===== config.mk =====
export PLATFORM = sky130hd
export DESIGN_NAME = rbsb_top
export DESIGN_NICKNAME = d
export VERILOG_FILES = /design/src/hw/rbsb_fifo.v /design/src/hw/rbsb_oneshot.v /design/src/hw/rbsb_top.v
export VERILOG_INCLUDE_DIRS = /design/src /design/src/shared
export SDC_FILE = /design/constraint.sdc
export NUM_CORES = 1
export LEC_CHECK = 0
export ABC_AREA = 1
export BUFFER_PORTS_ARGS = -buffer_cell sky130_fd_sc_hd__buf_2
export CAP_MARGIN = 40
export CORE_UTILIZATION = 50
export CTS_CLUSTER_DIAMETER = 30
export DETAILED_ROUTE_END_ITERATION = 10
export PLACE_DENSITY = 0.78
export SLEW_MARGIN = 20
export SYNTH_ARGS = -nofsm -noshare
export SYNTH_HDL_FRONTEND = slang
export SYNTH_SLANG_ARGS = --single-unit

===== constraint.sdc =====
create_clock -name clk -period 11.1 [get_ports clk]
set_input_delay 1.11 -clock clk [delete_from_list [all_inputs] [get_ports clk]]
set_output_delay 1.11 -clock clk [all_outputs]
set_load 0.01 [all_outputs]

===== src/shared/rbsb_defines.vh =====
`ifndef RBSB_DEFINES_VH
`define RBSB_DEFINES_VH

// ----------------------------------------
// clock and timing
// ----------------------------------------
`define RBSB_CLK_KHZ        25000
`define RBSB_STROBE_MAX_MS  10
`define RBSB_ONESHOT_CYC    8'h10

// ----------------------------------------
// block and check word layout
// ----------------------------------------
`define RBSB_BLK_W          26
`define RBSB_SYN_W          10
`define RBSB_DATA_W         16
`define RBSB_WORD_W         19
`define RBSB_POLY           11'h5B9

// ----------------------------------------
// offset syndromes per block kind
// ----------------------------------------
`define RBSB_OFS_A          10'h0FC
`define RBSB_OFS_B          10'h198
`define RBSB_OFS_C          10'h168
`define RBSB_OFS_CP         10'h350
`define RBSB_OFS_D          10'h1B4
`define RBSB_OFS_E          10'h000

// ----------------------------------------
// block identifiers
// ----------------------------------------
`define RBSB_ID_A           3'h0
`define RBSB_ID_B           3'h1
`define RBSB_ID_C           3'h2
`define RBSB_ID_CP          3'h3
`define RBSB_ID_D           3'h4
`define RBSB_ID_E           3'h5

// ----------------------------------------
// data-available modes
// ----------------------------------------
`define RBSB_MODE_NORMAL    2'h0
`define RBSB_MODE_FAST      2'h1
`define RBSB_MODE_HALF      2'h2

// ----------------------------------------
// buffer and reset values
// ----------------------------------------
`define RBSB_FIFO_DEPTH     8
`define RBSB_FIFO_AW        3
`define RBSB_CNT_RST        6'h00

`endif


===== src/hw/rbsb_fifo.v =====
`timescale 1ns/1ns
`default_nettype none

module rbsb_fifo #(
  parameter WIDTH = 19,
  parameter DEPTH = 8,
  parameter AW    = 3
) (
  // clock and reset
  input  wire             clk,
  input  wire             rst,
  // filling side
  input  wire             in_valid,
  output wire             in_ready,
  input  wire [WIDTH-1:0] in_data,
  // draining side
  output wire             out_valid,
  input  wire             out_ready,
  output wire [WIDTH-1:0] out_data
);

  reg [WIDTH-1:0] mem_r [0:DEPTH-1];
  reg [AW-1:0]    wr_r;
  reg [AW-1:0]    rd_r;
  reg [AW:0]      cnt_r;
  wire            push;
  wire            pop;

  assign in_ready  = (cnt_r != DEPTH[AW:0]);
  assign out_valid = (cnt_r != {(AW+1){1'b0}});
  assign out_data  = mem_r[rd_r];
  assign push      = in_valid & in_ready;
  assign pop       = out_valid & out_ready;

  always @(posedge clk) begin
    if (push) begin
      mem_r[wr_r] <= in_data;
    end
  end

  // pointers wrap on depth, not on a power of two
  always @(posedge clk or posedge rst) begin
    if (rst) begin
      wr_r  <= {AW{1'b0}};
      rd_r  <= {AW{1'b0}};
      cnt_r <= {(AW+1){1'b0}};
    end else begin
      if (push) begin
        wr_r <= (wr_r == DEPTH[AW-1:0] - 1'b1) ? {AW{1'b0}} : wr_r + 1'b1;
      end
      if (pop) begin
        rd_r <= (rd_r == DEPTH[AW-1:0] - 1'b1) ? {AW{1'b0}} : rd_r + 1'b1;
      end
      if (push & ~pop) begin
        cnt_r <= cnt_r + 1'b1;
      end else if (pop & ~push) begin
        cnt_r <= cnt_r - 1'b1;
      end
    end
  end

endmodule

`default_nettype wire


===== src/hw/rbsb_oneshot.v =====
`timescale 1ns/1ns
`default_nettype none

module rbsb_oneshot #(
  parameter [7:0] LEN = 8'h10
) (
  // clock and reset
  input  wire clk,
  input  wire rst,
  // trigger and pulse
  input  wire trig,
  output reg  pulse
);

  reg [7:0] cnt_r;

  // a new trigger restarts the full width
  always @(posedge clk or posedge rst) begin
    if (rst) begin
      cnt_r <= 8'h00;
      pulse <= 1'b0;
    end else if (trig) begin
      cnt_r <= LEN - 8'h01;
      pulse <= 1'b1;
    end else if (cnt_r != 8'h00) begin
      cnt_r <= cnt_r - 8'h01;
    end else begin
      pulse <= 1'b0;
    end
  end

endmodule

`default_nettype wire


===== src/hw/rbsb_top.v =====
// Contract
// - interrupt line pulled low while any enabled flag is set.
// - normal mode: each new block transferred, data-ready set, interrupt.
// - data-ready clears on read of decoded data, holds while unread.
// - new block shifts newest into older, loads newest, pulses interrupt.
// - overflow set when two unread blocks sit in newest and older.
// - timely read lets buffered block shift into newest at once.
// - overflow clears on newest read; host reads overflow first.
// - fast mode search: data-ready only after valid A or C' block.
// - two good blocks in valid order declare lock and interrupt.
// - fast mode, missing B: next A or C' decoded, kept in history.
// - fast mode, locked: every decoded block sets data-ready, interrupts.
// - half rate: like normal, data-ready only after two new blocks.
// - host thresholds 0..63, search limit 0..63, counts 0..63 readable.
// - unlocked: sliding 26-bit syndrome, then check following 26 bits.
// - bad expected block bumps search counter; at limit restart search.
// - RBDS with first block E: always expect A next.
// - locked: bad count +1 per bad block; at threshold lose lock.
// - good count only while locked; at threshold both counts cleared.
// - overflow clears on read or new-search command, which restarts search.
// - each decoded block drives strobe low; fires one-shot if masked in.
// - lock-lost flag clears on read of interrupt flag byte.
// - lock-lost mask set: idle until new search; clear: auto restart.
// - strobe released on last byte read or after 10 ms low.
// - updates held off from first to last decoded byte read.
`timescale 1ns/1ns
`default_nettype none
`include "rbsb_defines.vh"

module rbsb_top #(
  parameter [17:0] STROBE_MAX_CYC = `RBSB_STROBE_MAX_MS * `RBSB_CLK_KHZ
) (
  // clock and reset
  input  wire                    clk,
  input  wire                    rst,
  // demodulated bit stream
  input  wire                    bit_in,
  input  wire                    bit_stb,
  output reg                     bit_ready_r,
  // configuration
  input  wire [1:0]              dav_mode,
  input  wire                    rbds_en,
  input  wire                    data_ready_mask,
  input  wire                    lock_lost_mask,
  input  wire [5:0]              bad_loss_threshold,
  input  wire [5:0]              good_reset_threshold,
  input  wire [5:0]              search_bad_limit,
  input  wire                    new_search_cmd,
  // host read strobes
  input  wire                    rd_irq_flag_byte,
  input  wire                    rd_first_decoded_byte,
  input  wire                    rd_last_decoded_byte,
  // status and data
  output reg                     data_ready_flag_r,
  output reg                     overflow_flag_r,
  output reg                     lock_lost_flag_r,
  output reg                     lock_r,
  output reg                     new_word_strobe_n_r,
  output reg  [5:0]              good_count_r,
  output reg  [5:0]              bad_count_r,
  output reg  [`RBSB_WORD_W-1:0] newest_word_reg_r,
  output reg  [`RBSB_WORD_W-1:0] older_word_reg_r,
  // open-drain interrupt line
  input  wire                    irq_in,
  output reg                     irq_out_n_r,
  output reg                     irq_oe_r,
  output reg                     irq_line_low_r
);

  // ----------------------------------------
  // decode functions
  // ----------------------------------------
  function [`RBSB_SYN_W-1:0] syndrome;
    input [`RBSB_BLK_W-1:0] v;
    reg   [`RBSB_BLK_W-1:0] t;
    integer i;
    begin
      t = v;
      for (i = `RBSB_BLK_W - 1; i >= `RBSB_SYN_W; i = i - 1) begin
        if (t[i]) begin
          t = t ^ ({15'h0000, `RBSB_POLY} << (i - `RBSB_SYN_W));
        end
      end
      syndrome = t[`RBSB_SYN_W-1:0];
    end
  endfunction

  // {valid, id}
  function [3:0] blk_id;
    input [`RBSB_SYN_W-1:0] s;
    begin
      case (s)
        `RBSB_OFS_A:  blk_id = {1'b1, `RBSB_ID_A};
        `RBSB_OFS_B:  blk_id = {1'b1, `RBSB_ID_B};
        `RBSB_OFS_C:  blk_id = {1'b1, `RBSB_ID_C};
        `RBSB_OFS_CP: blk_id = {1'b1, `RBSB_ID_CP};
        `RBSB_OFS_D:  blk_id = {1'b1, `RBSB_ID_D};
        `RBSB_OFS_E:  blk_id = {1'b1, `RBSB_ID_E};
        default:      blk_id = 4'h0;
      endcase
    end
  endfunction

  function [2:0] next_id;
    input [2:0] id;
    begin
      case (id)
        `RBSB_ID_A:  next_id = `RBSB_ID_B;
        `RBSB_ID_B:  next_id = `RBSB_ID_C;
        `RBSB_ID_C:  next_id = `RBSB_ID_D;
        `RBSB_ID_CP: next_id = `RBSB_ID_D;
        `RBSB_ID_D:  next_id = `RBSB_ID_A;
        default:     next_id = `RBSB_ID_E;
      endcase
    end
  endfunction

  // a slot expecting C also takes C'
  function id_match;
    input [2:0] got;
    input [2:0] exp;
    begin
      id_match = (got == exp) | ((exp == `RBSB_ID_C) & (got == `RBSB_ID_CP));
    end
  endfunction

  function is_pi_blk;
    input [2:0] id;
    begin
      is_pi_blk = (id == `RBSB_ID_A) | (id == `RBSB_ID_CP);
    end
  endfunction

  // ----------------------------------------
  // synchroniser state
  // ----------------------------------------
  localparam [1:0] ST_SEARCH = 2'h0;
  localparam [1:0] ST_VERIFY = 2'h1;
  localparam [1:0] ST_LOCKED = 2'h2;
  localparam [1:0] ST_IDLE   = 2'h3;

  reg  [1:0]              state_r;
  reg  [`RBSB_BLK_W-1:0]  win_r;
  reg  [4:0]              bitcnt_r;
  reg  [2:0]              expect_r;
  reg                     first_e_r;
  reg  [5:0]              search_bad_r;
  reg                     sync_evt_r;
  reg                     lost_evt_r;

  wire                    take;
  wire [`RBSB_BLK_W-1:0]  win_nxt;
  wire [3:0]              idv;
  wire                    boundary;
  wire                    good;
  wire                    fast;
  wire                    push_req;
  wire                    fifo_in_ready;
  wire [`RBSB_WORD_W-1:0] push_word;

  assign take      = bit_stb & bit_ready_r;
  assign win_nxt   = {win_r[`RBSB_BLK_W-2:0], bit_in};
  // e blocks exist only in rbds; a zero window must not look like one
  assign idv       = blk_id(syndrome(win_nxt)) & {rbds_en | (syndrome(win_nxt) != `RBSB_OFS_E), 3'h7};
  assign boundary  = (bitcnt_r == 5'h19);
  assign good      = idv[3] & id_match(idv[2:0], expect_r);
  assign fast      = (dav_mode == `RBSB_MODE_FAST);
  assign push_word = {idv[2:0], win_nxt[`RBSB_BLK_W-1:`RBSB_SYN_W]};

  // while unlocked only fast mode delivers, and only PI blocks; the block that confirms lock is delivered in every mode
  assign push_req = take & (
    ((state_r == ST_SEARCH) & fast & idv[3] & is_pi_blk(idv[2:0])) |
    ((state_r == ST_VERIFY) & boundary &
      (good | (fast & idv[3] & is_pi_blk(idv[2:0])))) |
    ((state_r == ST_LOCKED) & boundary & good));

  always @(posedge clk or posedge rst) begin
    if (rst) begin
      state_r      <= ST_SEARCH;
      win_r        <= {`RBSB_BLK_W{1'b0}};
      bitcnt_r     <= 5'h00;
      expect_r     <= `RBSB_ID_A;
      first_e_r    <= 1'b0;
      search_bad_r <= `RBSB_CNT_RST;
      lock_r       <= 1'b0;
      good_count_r <= `RBSB_CNT_RST;
      bad_count_r  <= `RBSB_CNT_RST;
      sync_evt_r   <= 1'b0;
      lost_evt_r   <= 1'b0;
    end else begin
      sync_evt_r <= 1'b0;
      lost_evt_r <= 1'b0;
      if (new_search_cmd) begin
        state_r      <= ST_SEARCH;
        lock_r       <= 1'b0;
        good_count_r <= `RBSB_CNT_RST;
        bad_count_r  <= `RBSB_CNT_RST;
      end else if (take) begin
        win_r    <= win_nxt;
        bitcnt_r <= boundary ? 5'h00 : bitcnt_r + 5'h01;
        case (state_r)
          ST_SEARCH: begin
            if (idv[3]) begin
              state_r      <= ST_VERIFY;
              bitcnt_r     <= 5'h00;
              search_bad_r <= `RBSB_CNT_RST;
              first_e_r    <= rbds_en & (idv[2:0] == `RBSB_ID_E);
              expect_r     <= (rbds_en & (idv[2:0] == `RBSB_ID_E)) ? `RBSB_ID_A : next_id(idv[2:0]);
            end
          end
          ST_VERIFY: begin
            if (boundary) begin
              if (good) begin
                state_r      <= ST_LOCKED;
                lock_r       <= 1'b1;
                sync_evt_r   <= 1'b1;
                good_count_r <= `RBSB_CNT_RST;
                bad_count_r  <= `RBSB_CNT_RST;
                expect_r     <= next_id(idv[2:0]);
              end else if (search_bad_r + 6'h01 >= search_bad_limit) begin
                state_r <= ST_SEARCH;
              end else begin
                search_bad_r <= search_bad_r + 6'h01;
                expect_r     <= first_e_r ? `RBSB_ID_A : next_id(expect_r);
              end
            end
          end
          ST_LOCKED: begin
            if (boundary) begin
              expect_r <= next_id(good ? idv[2:0] : expect_r);
              if (good) begin
                if (good_count_r + 6'h01 == good_reset_threshold) begin
                  good_count_r <= `RBSB_CNT_RST;
                  bad_count_r  <= `RBSB_CNT_RST;
                end else begin
                  good_count_r <= good_count_r + 6'h01;
                end
              end else if (bad_count_r + 6'h01 == bad_loss_threshold) begin
                lock_r      <= 1'b0;
                bad_count_r <= bad_count_r + 6'h01;
                lost_evt_r  <= lock_lost_mask;
                state_r     <= lock_lost_mask ? ST_IDLE : ST_SEARCH;
              end else begin
                bad_count_r <= bad_count_r + 6'h01;
              end
            end
          end
          ST_IDLE: begin
            state_r <= ST_IDLE;
          end
          default: begin
            state_r <= ST_SEARCH;
          end
        endcase
      end
    end
  end

  // ----------------------------------------
  // decoder buffer
  // ----------------------------------------
  wire                    buf_valid;
  wire                    buf_ready;
  wire [`RBSB_WORD_W-1:0] buf_word;

  rbsb_fifo #(
    .WIDTH (`RBSB_WORD_W),
    .DEPTH (`RBSB_FIFO_DEPTH),
    .AW    (`RBSB_FIFO_AW)
  ) u_buf (
    .clk       (clk),
    .rst       (rst),
    .in_valid  (push_req),
    .in_ready  (fifo_in_ready),
    .in_data   (push_word),
    .out_valid (buf_valid),
    .out_ready (buf_ready),
    .out_data  (buf_word)
  );

  // ----------------------------------------
  // host-visible word registers and flags
  // ----------------------------------------
  reg         rd_busy_r;
  reg  [1:0]  unread_r;
  reg         pair_r;
  reg  [17:0] strobe_cnt_r;
  wire        xfer;
  wire        rd_done;

  // with two words unread the buffer is held so nothing is overwritten
  assign buf_ready = ~rd_busy_r & (unread_r != 2'h2);
  assign xfer      = buf_valid & buf_ready;
  assign rd_done   = rd_last_decoded_byte;

  always @(posedge clk or posedge rst) begin
    if (rst) begin
      rd_busy_r           <= 1'b0;
      unread_r            <= 2'h0;
      pair_r              <= 1'b0;
      newest_word_reg_r   <= {`RBSB_WORD_W{1'b0}};
      older_word_reg_r    <= {`RBSB_WORD_W{1'b0}};
      data_ready_flag_r   <= 1'b0;
      overflow_flag_r     <= 1'b0;
      lock_lost_flag_r    <= 1'b0;
      new_word_strobe_n_r <= 1'b1;
      strobe_cnt_r        <= 18'h00000;
      bit_ready_r         <= 1'b0;
    end else begin
      bit_ready_r <= fifo_in_ready & ~push_req;
      if (rd_first_decoded_byte) begin
        rd_busy_r <= 1'b1;
      end else if (rd_done) begin
        rd_busy_r <= 1'b0;
      end
      // clears first, then sets: an event in the clearing cycle wins
      if (rd_done) begin
        unread_r          <= 2'h0;
        pair_r            <= 1'b0;
        data_ready_flag_r <= 1'b0;
        overflow_flag_r   <= 1'b0;
      end
      if (new_search_cmd) begin
        overflow_flag_r <= 1'b0;
      end
      if (rd_irq_flag_byte) begin
        lock_lost_flag_r <= 1'b0;
      end
      if (lost_evt_r) begin
        lock_lost_flag_r <= 1'b1;
      end
      if (~new_word_strobe_n_r) begin
        strobe_cnt_r <= strobe_cnt_r + 18'h00001;
        if (rd_done | (strobe_cnt_r == STROBE_MAX_CYC - 18'h00001)) begin
          new_word_strobe_n_r <= 1'b1;
        end
      end
      if (xfer) begin
        older_word_reg_r    <= newest_word_reg_r;
        newest_word_reg_r   <= buf_word;
        new_word_strobe_n_r <= 1'b0;
        strobe_cnt_r        <= 18'h00000;
        unread_r            <= rd_done ? 2'h1 : unread_r + 2'h1;
        pair_r              <= rd_done ? 1'b1 : ~pair_r;
        if (~rd_done & (unread_r == 2'h1)) begin
          overflow_flag_r <= 1'b1;
        end
        if ((dav_mode != `RBSB_MODE_HALF) | (~rd_done & pair_r)) begin
          data_ready_flag_r <= 1'b1;
        end
      end
    end
  end

  // ----------------------------------------
  // interrupt one-shot and open-drain line
  // ----------------------------------------
  reg  strobe_d_r;
  wire os_pulse;
  wire os_trig;

  assign os_trig = (strobe_d_r & ~new_word_strobe_n_r & data_ready_mask) | sync_evt_r | lost_evt_r;

  rbsb_oneshot #(
    .LEN (`RBSB_ONESHOT_CYC)
  ) u_oneshot (
    .clk   (clk),
    .rst   (rst),
    .trig  (os_trig),
    .pulse (os_pulse)
  );

  // the pin only ever sinks; the pull-up makes the high level
  always @(posedge clk or posedge rst) begin
    if (rst) begin
      strobe_d_r     <= 1'b1;
      irq_out_n_r    <= 1'b0;
      irq_oe_r       <= 1'b0;
      irq_line_low_r <= 1'b0;
    end else begin
      strobe_d_r     <= new_word_strobe_n_r;
      irq_out_n_r    <= 1'b0;
      irq_oe_r       <= os_pulse | (data_ready_flag_r & data_ready_mask) |
                        (lock_lost_flag_r & lock_lost_mask);
      irq_line_low_r <= ~irq_in;
    end
  end

endmodule

`default_nettype wire


Word-level counts from Yosys, hierarchy flattened
Memories as Yosys holds them, arrays and structs flattened. A register that Yosys moved wholly into a read port is not among the register bits.
Cells that the tools add are included.
Cells by class
  reductions and logical operators: 28
  magnitude comparators: 1
  bitwise gates (word level): 64
  add/subtract/negate cells: 11
  mux-type cells: 112
  eq/ne operators: 50
Operator list (count)
  $mux 6: 16
  $not 6->6: 16
  $mux 18: 3
  $mux 1: 38
  $pmux 3 s4: 3
  $pmux 6 s2: 3
  $eq 10x9->1 const B: 3
  $mux 3: 10
  $reduce_and 7->1: 4
  $and 1x1->1: 26
  $mux 2: 13
  $mux 24: 1
  $pmux 4 s6: 1
  $mux 23: 1
  $mux 22: 1
  $mux 21: 1
  $ne 3x3->1 const B: 7
  $mux 20: 1
  $mux 19: 1
  $add 18x1->18 const B: 1
  $add 6x1->6 const B: 3
  $eq 18x18->1 const B: 1
  $eq 3x2->1 const B: 6
  $eq 3x3->1 const B: 6
  50 further kinds: 100
Word-level totals
  bits in writable memories: 152
  input bits: 32
  logic and storage cells: 296
  memories: 1
  register bits after elaboration: 125
Memories
  u_buf.mem_r: depth 8, bits a word 19, rd ports 1, clocked after memory_dff 1, write ports 1, line rbsb_fifo.v:22  | reg [WIDTH-1:0] mem_r [0:DEPTH-1];

Logic depth before layout (Yosys ltp)
Gate-level depths: netlist (run 1).
  word-level depth: 49
  depth in mapped cells: 44
  depth with buffers taken out: 43

Hierarchy
Synthesis (run 1) repeated with hierarchy kept, for this count alone.
Unflattened totals
  cell total of the unflattened synthesis: 1946
  area, all modules: 15696.3 sq um
Modules (own cells, without submodules)
  rbsb_top: area an instance 8011.4 sq um, sequential area each 3130.5 sq um, cells each 1136, times used 1
  rbsb_fifo: area an instance 7164.4 sq um, sequential area each 4814.6 sq um, cells each 743, times used 1
  rbsb_oneshot: area an instance 520.5 sq um, sequential area each 225.2 sq um, cells each 67, times used 1

Worst setup path before layout (run 1)
No wires, ideal clock.
  path type: flip-flop to flip-flop
  from: register win_r[22]
  to: memory u_buf.mem_r[6][0], enable pin
  arrival time: 4.641 ns
  slack: 6.040 ns
  cell stages (with the launch flop): 35
  data required time: 10.681 ns
  path through: dfrtp_1 > buf_6 > inv_4 > nand2_1 > nand2_2 > nand2_1 > nand2_2 > nand2_1 > nand2_2 > nand2_2 > nand2_1 > nand2_1 > nand2_2 > nand2_2 > nand2_4 > inv_2 > or2_1 > nand2_1 > nand2_1 > nand2_2 > inv_2 > nor2_4 > nand2_2 > nor2_4 > nand3_4 > nand2_2 > nor2_2 > nand3_2 > nand2_2 > inv_2 > nand2_4 > o21ai_2 > nand3_2 > buf_6 > nor3_1
On the way
  cells in the longest elaborated chain, start to end: 37
  elaborated cells between the ends (all ways): 59
  classes of those cells: 7 x eq/ne; 18 x mux; 31 x bitwise; 3 x reduce/logical
RTL lines
  from (decl): line rbsb_top.v:143  | reg [`RBSB_BLK_W-1:0] win_r;
  from (signal assigned): line rbsb_top.v:180  | win_r <= {`RBSB_BLK_W{1'b0}};
  from (signal assigned): line rbsb_top.v:199  | win_r <= win_nxt;
  $not 6->6 (no source line)
  $mux 24 (*): line rbsb_top.v:80  | if (t[i]) begin
  $mux 22 (*): line rbsb_top.v:80
  $not 6->6 (no source line) or $mux 21 (tied branches)
  $mux 21 (tied with other cells): line rbsb_top.v:80
  $not 6->6 (no source line) or $mux 20 (tied branches)
  $mux 20 (tied with other cells): line rbsb_top.v:80
  $mux 19 or $not 6->6 (tied branches)
  [... 17 more ...]
  named net idv[1]: line rbsb_top.v:153  | wire [3:0] idv;
  [... 4 more ...]
  $or 1x1->1: line rbsb_top.v:174  | (good | (fast & idv[3] & is_pi_blk(idv[2:0])))) |
  $and 1x1->1: line rbsb_top.v:173  | ((state_r == ST_VERIFY) & boundary &
  $or 1x1->1: line rbsb_top.v:172  | ((state_r == ST_SEARCH) & fast & idv[3] & is_pi_blk(idv[2:0])) |
  $or 1x1->1 (*): line rbsb_top.v:174
  $and 1x1->1 (*): line rbsb_top.v:171  | assign push_req = take & (
  $and 1x1->1 (*): line rbsb_fifo.v:32  | assign push = in_valid & in_ready;
  $mux 1 (*): line rbsb_fifo.v:36  | if (push) begin
  $mux 1 (not written as such) (*): line rbsb_fifo.v:37  | mem_r[wr_r] <= in_data;
  to (decl): line rbsb_fifo.v:22
The timed path passes the listed nets; every way through them passes the cells marked *.

Worst setup path after layout (run 1)
  from: register win_r[22]
  to: register u_buf.cnt_r[3]
On the way
  cells in the longest elaborated chain, start to end: 38
  elaborated cells between the ends (all ways): 62
  classes of those cells: 7 x eq/ne; 17 x mux; 34 x bitwise; 4 x reduce/logical
RTL lines
  $not 6->6 (no source line)
  $mux 24 (*): line rbsb_top.v:80
  $mux 22 (*): line rbsb_top.v:80
  $not 6->6 (no source line) or $mux 21 (tied branches)
  $mux 21 (tied with other cells): line rbsb_top.v:80
  $not 6->6 (no source line) or $mux 20 (tied branches)
  $mux 20 (tied with other cells): line rbsb_top.v:80
  $mux 19 or $not 6->6 (tied branches)
  [... 17 more ...]
  named net idv[0]: line rbsb_top.v:153
  [... 6 more ...]
  $or 1x1->1: line rbsb_top.v:172
  $or 1x1->1 (*): line rbsb_top.v:174
  $and 1x1->1 (*): line rbsb_top.v:171
  $and 1x1->1 (*): line rbsb_fifo.v:32
  named net u_buf.push: line rbsb_fifo.v:26  | wire push;
  $not 1->1: line rbsb_fifo.v:56  | end else if (pop & ~push) begin
  $and 1x1->1: line rbsb_fifo.v:56
  $reduce_bool 2->1 (no source line)
  to (signal assigned): line rbsb_fifo.v:46  | cnt_r <= {(AW+1){1'b0}};
  to (signal assigned): line rbsb_fifo.v:55  | cnt_r <= cnt_r + 1'b1;
  to (signal assigned): line rbsb_fifo.v:57  | cnt_r <= cnt_r - 1'b1;
  to (decl): line rbsb_fifo.v:25  | reg [AW:0] cnt_r;
Marked as above.
A chain may end at the register's enable or synchronous reset.

==> results by group, run 1 <==
Placed design
  • I/O Buffers: 89
  • DP HPWL: 20500 um
  • Routability congestion estimate: 0.868

Worst setup path
  • CP max-delay cell: dfrtp_1
  • CP startpoint kind: flip-flop
  • Max FO, Critical Path: 17
  • Critical Path Start: win_r[22]
  • CP Data Required Time: about 12 ns
  • Crit path DAT: 6.16 ns
  • Flop2flop setup slack: 5.42 ns
  • CP most frequent cell: nand2_1
  • CP endpoint kind: flip-flop
  • Crit Reg-Reg Startpoint: win_r[22]
  • Max stage delay on crit path: 0.75 ns
  • Worst-case reg-to-reg path depth: 38
  • R2r endpoint: u_buf.cnt_r[3]
  • Worst Setup Path Type: flip-flop to flip-flop

Min path
  • Hold depth: 0
  • Hold path start: new_word_strobe_n_r
  • Hold Crit Class: flip-flop to flip-flop
  • Hold EP: strobe_d_r

Synth
  • Mapped Avg Cell Area: 9.52 sq um
  • Mux cell area share after synthesis: between 2 and 3%
  • Ys async rst share: 48.6%
  • FF+latch count, synth: ~300
  • Simple-Gate Fraction of Synth Area: about a fifth
  • Yosys warns: 0
  • Post-Synth Adder-Cell Area: between 2 and 3%
  • Synth Area in Compound Gates: 10.5%
  • Netlist cell types: 57
  • Xor and xnor area share after synthesis: 2.78%
  • Post-synth net total: 1612
  • EDFF count, synth: 152
  • Main combinational cell family by area after synthesis: simple AND/OR/NAND/NOR gates
  • Mapped cell area: between 0.01 and 0.015 sq mm
  • Top_reg_cell synth: edfxtp_1
  • Register area share after synthesis: 55.4%
  • Cells after Synth: about 1.6k

Floorplanning
  • Std-Cell Rows: 62
  • Core area: 0.0289 sq mm
  • Initial Utilization: 51.1%
  • Ports: approximately 90
  • Die width: ~170 um
  • Die ar.: about 0.03 sq mm
  • Die Ht: 174 um

CTS
  • Post-CTS Setup Repair Bufs: 0
  • Cts bufs inserted: 52
  • Hold_buf cts: 0
  • Root Buffer: clkbuf_16
  • H-tree levels: 2
  • Later-pin clock latency in the skew report: 0.56 ns
  • Max clock buf depth: 3
  • CTS tree: done
  • Cts repair resizes: 0
  • CTS sink count: slightly below 300
  • CTS clk-pin slew, worst paths: 0.05 ns

Timing
  • Min cycle time layout: 5.68 ns
  • Clock skew: roughly 0.024 ns
  • Final setup vio count: 0
  • Tcrit/Tclk final: 51.2%
  • Setup TNS: 0 ns
  • Relative slew slack: about 50%
  • Unrepaired setup endpoints after global routing: no
  • Final Hold Vio Count: 0
  • Max Freq: between 150 and 200 MHz
  • Worst slew pin tran: approximately 0.76 ns
  • Pins Over Slew Limit: 0

Run status
  • Status: complete, no violations

Layout
  • Layout cells sized above 1: ~18%
  • Fill count: 2271
  • Number of inserted diodes: 0
  • Final Net Count: 1725
  • Leading cell type in the layout, fill and taps excluded: nand2_1
  • Most frequent cells in the layout: nand2_1, inv_1, edfxtp_1
  • Syn-to-layout area delta: 18.8%

Route
  • Routed vias: 11.3k
  • TritonRoute pass-1 iters: 6
  • Post-DR wirelength/cell: 15.6 um
  • DRT iter0 DRCs: between 800 and 900
  • Via density: 5.42
  • DRC violations left: 0
  • Wirelength, routed: 32700 um
  • ANT nets after route: 0

Global route
  • First-pass GRT wire length: 53200 um
  • Number of global-route vias before repair: about 11k
  • Pin count of the biggest net entering global routing: 90
  • Total global routing overflow: 0
  • Total GRT Usage: 21.6%
  • Initial antenna violation count: 2

Run
  • Max-Cap Viols: 0
final cells by class:
type	instances	area, sq um	area share [%]
Sequential cell	296	8180	46.7
Multi-Input combinational cell	1011	5680	32.4
Clock buffer	55	1330	7.61
Inverter	195	739	4.22
Timing Repair Buffer	107	617	3.52
Clock inverter	43	498	2.84
Tap cell	384	480	2.74
cell usage after synthesis (all sizes together), types with 2 or more instances:
library cell	instances	area share, %
a2111oi	2	0.12
a211oi	2	0.10
a21boi	2	0.10
a21oi	67	2.3
a31oi	2	0.085
buf	7	0.43
clkbuf	41	1.0
clkinv	2	0.051
dfrtp	142	24
dfstp	2	0.36
edfxtp	152	31
ha	29	2.5
inv	193	4.9
mux2i	38	2.6
nand2	371	11
nand3	117	4.4
nand3b	6	0.33
nand4	18	0.76
nor2	72	2.2
nor3	23	0.85
nor4	8	0.34
o211ai	36	1.8
o21a	6	0.31
o21ai	145	5.0
o22ai	4	0.17
or2	4	0.17
xnor2	13	0.77
xor2	33	2.0
flip-flops by register name, indices dropped and copies added, names as in the netlist, 8 cells and up:
name and flops:
strobe_cnt_r 18, u_buf.mem_r 152, win_r 25, u_oneshot.cnt_r 8
newest_word_reg_r 19, older_word_reg_r 19
stage by stage:
step	hold slack, ns	instances	utilization, %	setup slack, ns	instance area, sq um
2_1_floorplan	0.416	1550	-	6.04	14800
4_1_cts	0.437	2088	60.5	5.51	17500
3_5_place_dp	0.433	1990	54.2	5.55	15600
3_3_place_gp	0.427	1990	54.2	5.69	15600
6_report	0.430	2091	60.7	5.42	17500
5_1_grt	0.443	2091	60.7	4.73	17500
kinds of logic after synthesis:
group | after synthesis
adder cells (fa/ha/maj) | 30
flip-flops | 296
other | 1
AND/OR/NAND/NOR | 620
multiplexers | 38
XOR/XNOR | 46
AO/OA/AOI/OAI | 276
buffers and inverters | 243
worst max-delay path by stage:
stage / depth (start not counted) / slack (ns) / endpoint
finish: 38 / 5.42 / u_buf.cnt_r[3]
global route: 39 / 4.73 / u_buf.cnt_r[3]
CTS: 36 / 5.51 / u_buf.cnt_r[3]
detailed placement: 37 / 5.55 / u_buf.cnt_r[3]
global placement: 36 / 5.69 / u_buf.cnt_r[3]
floorplan: 34 / 6.04 / u_buf.mem_r[6][0]
critical path, delay by kind of cell, from the launching register on:
family | cells | cell delay (ns)
AND/OR/NAND/NOR | 27 | 3.17
flip-flops | 1 | 0.75
buffers and inverters | 5 | 0.58
adder cells (fa/ha/maj) | 2 | 0.48
AO/OA/AOI/OAI | 3 | 0.48
XOR/XNOR | 1 | 0.15
per-layer routing:
layer | routed length, um | global-route usage, % | share of wire, %
met3 | 1730 | 3.53 | 5.3
met2 | 16200 | 37.4 | 49
met1 | 14100 | 27.8 | 43
met4 | 684 | 7.09 | 2.1
met5 | 13 | 0 | 0.040
Power of run 1 is left out: the tool's default activity adds up to more than one toggle a clock period on the data nets, which glitch-free logic cannot reach.
==> run 2: changes to the inputs <==
PLACE_DENSITY = 0.8   (was 0.78)
clock period = 5 ns   (was 11.1 ns; I/O delays follow)
==> results by group, run 2 (synthesized netlist as in run 1, its figures left out) <==
Run status
  • Status: complete, no violations

Layout
  • Max FFs per register: 152 (unchanged)
  • Leading cell type in the layout, fill and taps excluded: nand2_1
  • Final Net Count: 1768 (+2.5%)
  • Fin util: 62.7% (+2.0 points)
  • Most flop-heavy register: u_buf.mem_r
  • Layout cells sized above 1: 22.3% (+4.2 points)
  • Top flop regs: u_buf.mem_r: 152 flops, win_r: 25 flops
  • Syn-to-layout area delta: 22.7%
  • Most frequent cells in the layout: nand2_1, inv_1, edfxtp_1
  • Number of inserted diodes: 0 (unchanged)

Timing
  • Final setup vio count: 0 (unchanged)
  • Pins Over Slew Limit: 0 (unchanged)
  • Tcrit/Tclk final: 97.2% (+46 points)
  • Final Hold Vio Count: 0 (unchanged)
  • Clock skew: 0.0174 ns (-0.00644 ns)
  • Max Freq: 206 MHz (+17%)
  • Worst slew pin tran: 0.771 ns (+0.00900 ns)
  • Relative slew slack: 48.6% (-0.60 points)
  • Min cycle time layout: 4.86 ns (-0.821 ns)

CTS
  • Root Buffer: clkbuf_16
  • CTS tree: done
  • Cts bufs inserted: 53 (+1.9%)
  • CTS sink count: 296 (unchanged)
  • H-tree levels: 2 (unchanged)
  • Max clock buf depth: 3 (unchanged)
  • CTS clk-pin slew, worst paths: 0.05 ns (about the same)
  • Later-pin clock latency in the skew report: 0.56 ns (about the same)

Global route
  • Total global routing overflow: 0 (unchanged)
  • Pin count of the biggest net entering global routing: 67 (-26%)
  • First-pass GRT wire length: 54800 um (+2.9%)
  • Number of global-route vias before repair: 11.4k (+3.0%)
  • Total GRT Usage: 22.1% (+0.46 points)
  • Initial antenna violation count: 0 (-2)

Route
  • ANT nets after route: 0 (unchanged)
  • Via density: 5.47 (+0.92%)
  • TritonRoute pass-1 iters: 7 (+1)
  • DRT iter0 DRCs: 875 (+1.2%)
  • DRC violations left: 0 (unchanged)
  • Post-DR wirelength/cell: 16.2 um (+3.9%)
  • Routed vias: 11.7k (+3.0%)
  • Wirelength, routed: 34600 um (+6.0%)

Worst setup path
  • CP max-delay cell: dfrtp_2
  • Crit Reg-Reg Startpoint: win_r[24]
  • Max FO, Critical Path: 6 (-11)
  • Max stage delay on crit path: 0.46 ns (-0.29 ns)
  • Worst Setup Path Type: flip-flop to flip-flop
  • CP Data Required Time: 5.44 ns (-6.14 ns)
  • Crit path DAT: 5.30 ns (-0.86 ns)
  • CP startpoint kind: flip-flop
  • CP endpoint kind: flip-flop
  • Critical Path Start: win_r[24]
  • Flop2flop setup slack: 0.14 ns (-5.28 ns)

Floorplanning
  • Die Ht: 174 um (unchanged)
  • Core area: 0.0289 sq mm (unchanged)
  • Initial Utilization: 51.1% (unchanged)
  • Die ar.: 0.0302 sq mm (unchanged)
  • Ports: 91 (unchanged)
  • Std-Cell Rows: 62 (unchanged)
  • Die width: 174 um (unchanged)

Placed design
  • I/O Buffers: 89 (unchanged)
  • Routability congestion estimate: 0.841 (-3.2%)
  • DP HPWL: 20400 um (-0.44%)

Run
  • Max-Cap Viols: 0 (unchanged)

Min path
  • Hold path start: irq_in
  • Hold Crit Class: primary input to flip-flop
-- run 2: cell count changes in the layout (fill, tap and decap cells not counted), sizes merged --
cell / delta
buf: +39
bufinv: +1
clkbuf: +5
clkinv: +2
clkinvlp: -1
dlygate4sd3: +1
inv: -4
-- run 2: cell type report --
class | count | area, sq um
repair buffers | 149 | 961
flip-flops and latches | 296 | 8190
inverters | 195 | 752
clock inverters | 41 | 458
fillers | 2105 | 10800
well taps | 384 | 480
clock buffers | 58 | 1360
multi-input cells | 1011 | 5900
-- run 2: worst paths after layout --
path,end,cells past startpoint
max,u_buf.cnt_r[3],39
min,irq_line_low_r,2
max reg2reg,u_buf.cnt_r[3],39
min reg2reg,strobe_d_r,0
max in group asynchronous,win_r[8],4
min in group asynchronous,strobe_cnt_r[0],3
-- run 2: layer usage --
metal  track usage, %  vias to the layer above  share of wire [%]
met1             27.6                     5614                 41
met2             38.5                      412                 50
met3             3.55                       85                6.1
met5                0                        -                  0
li1                 -                     5563                  -
met4             8.15                        0                2.5
-- run 2: repair_timing --
item,CTS,global route
buffers inserted,0,33
gates resized for setup,4,62
endpoints found under the setup margin,1,155
hold buffers,1,0
endpoints found under the hold margin,12,0
pin swaps,0,36
-- run 2: critical path: cells and delay by family, from the launching register on --
kind / cells / cell delay [ns]
AND/OR/NAND/NOR: 29 / 2.88
flip-flops: 1 / 0.46
AO/OA/AOI/OAI: 3 / 0.46
adder cells (fa/ha/maj): 2 / 0.42
buffers and inverters: 4 / 0.37
XOR/XNOR: 1 / 0.14
-- run 2: per-stage QoR --
stage / TNS, ns / instances / area [sq um] / setup slack [ns] / hold WS, ns
floorplan: -9.10 / 1550 / 14800 / -0.0599 / 0.416
global placement: 0 / 1998 / 15700 / 0.164 / 0.429
detailed placement: -0.0440 / 1999 / 15700 / -0.0440 / 0.429
CTS: 0 / 2099 / 17500 / 0.00392 / 0.0804
global route: -0.199 / 2134 / 18100 / -0.199 / 0.0857
finish: 0 / 2134 / 18100 / 0.138 / 0.0937
Power of run 2 is left out for the same reason.
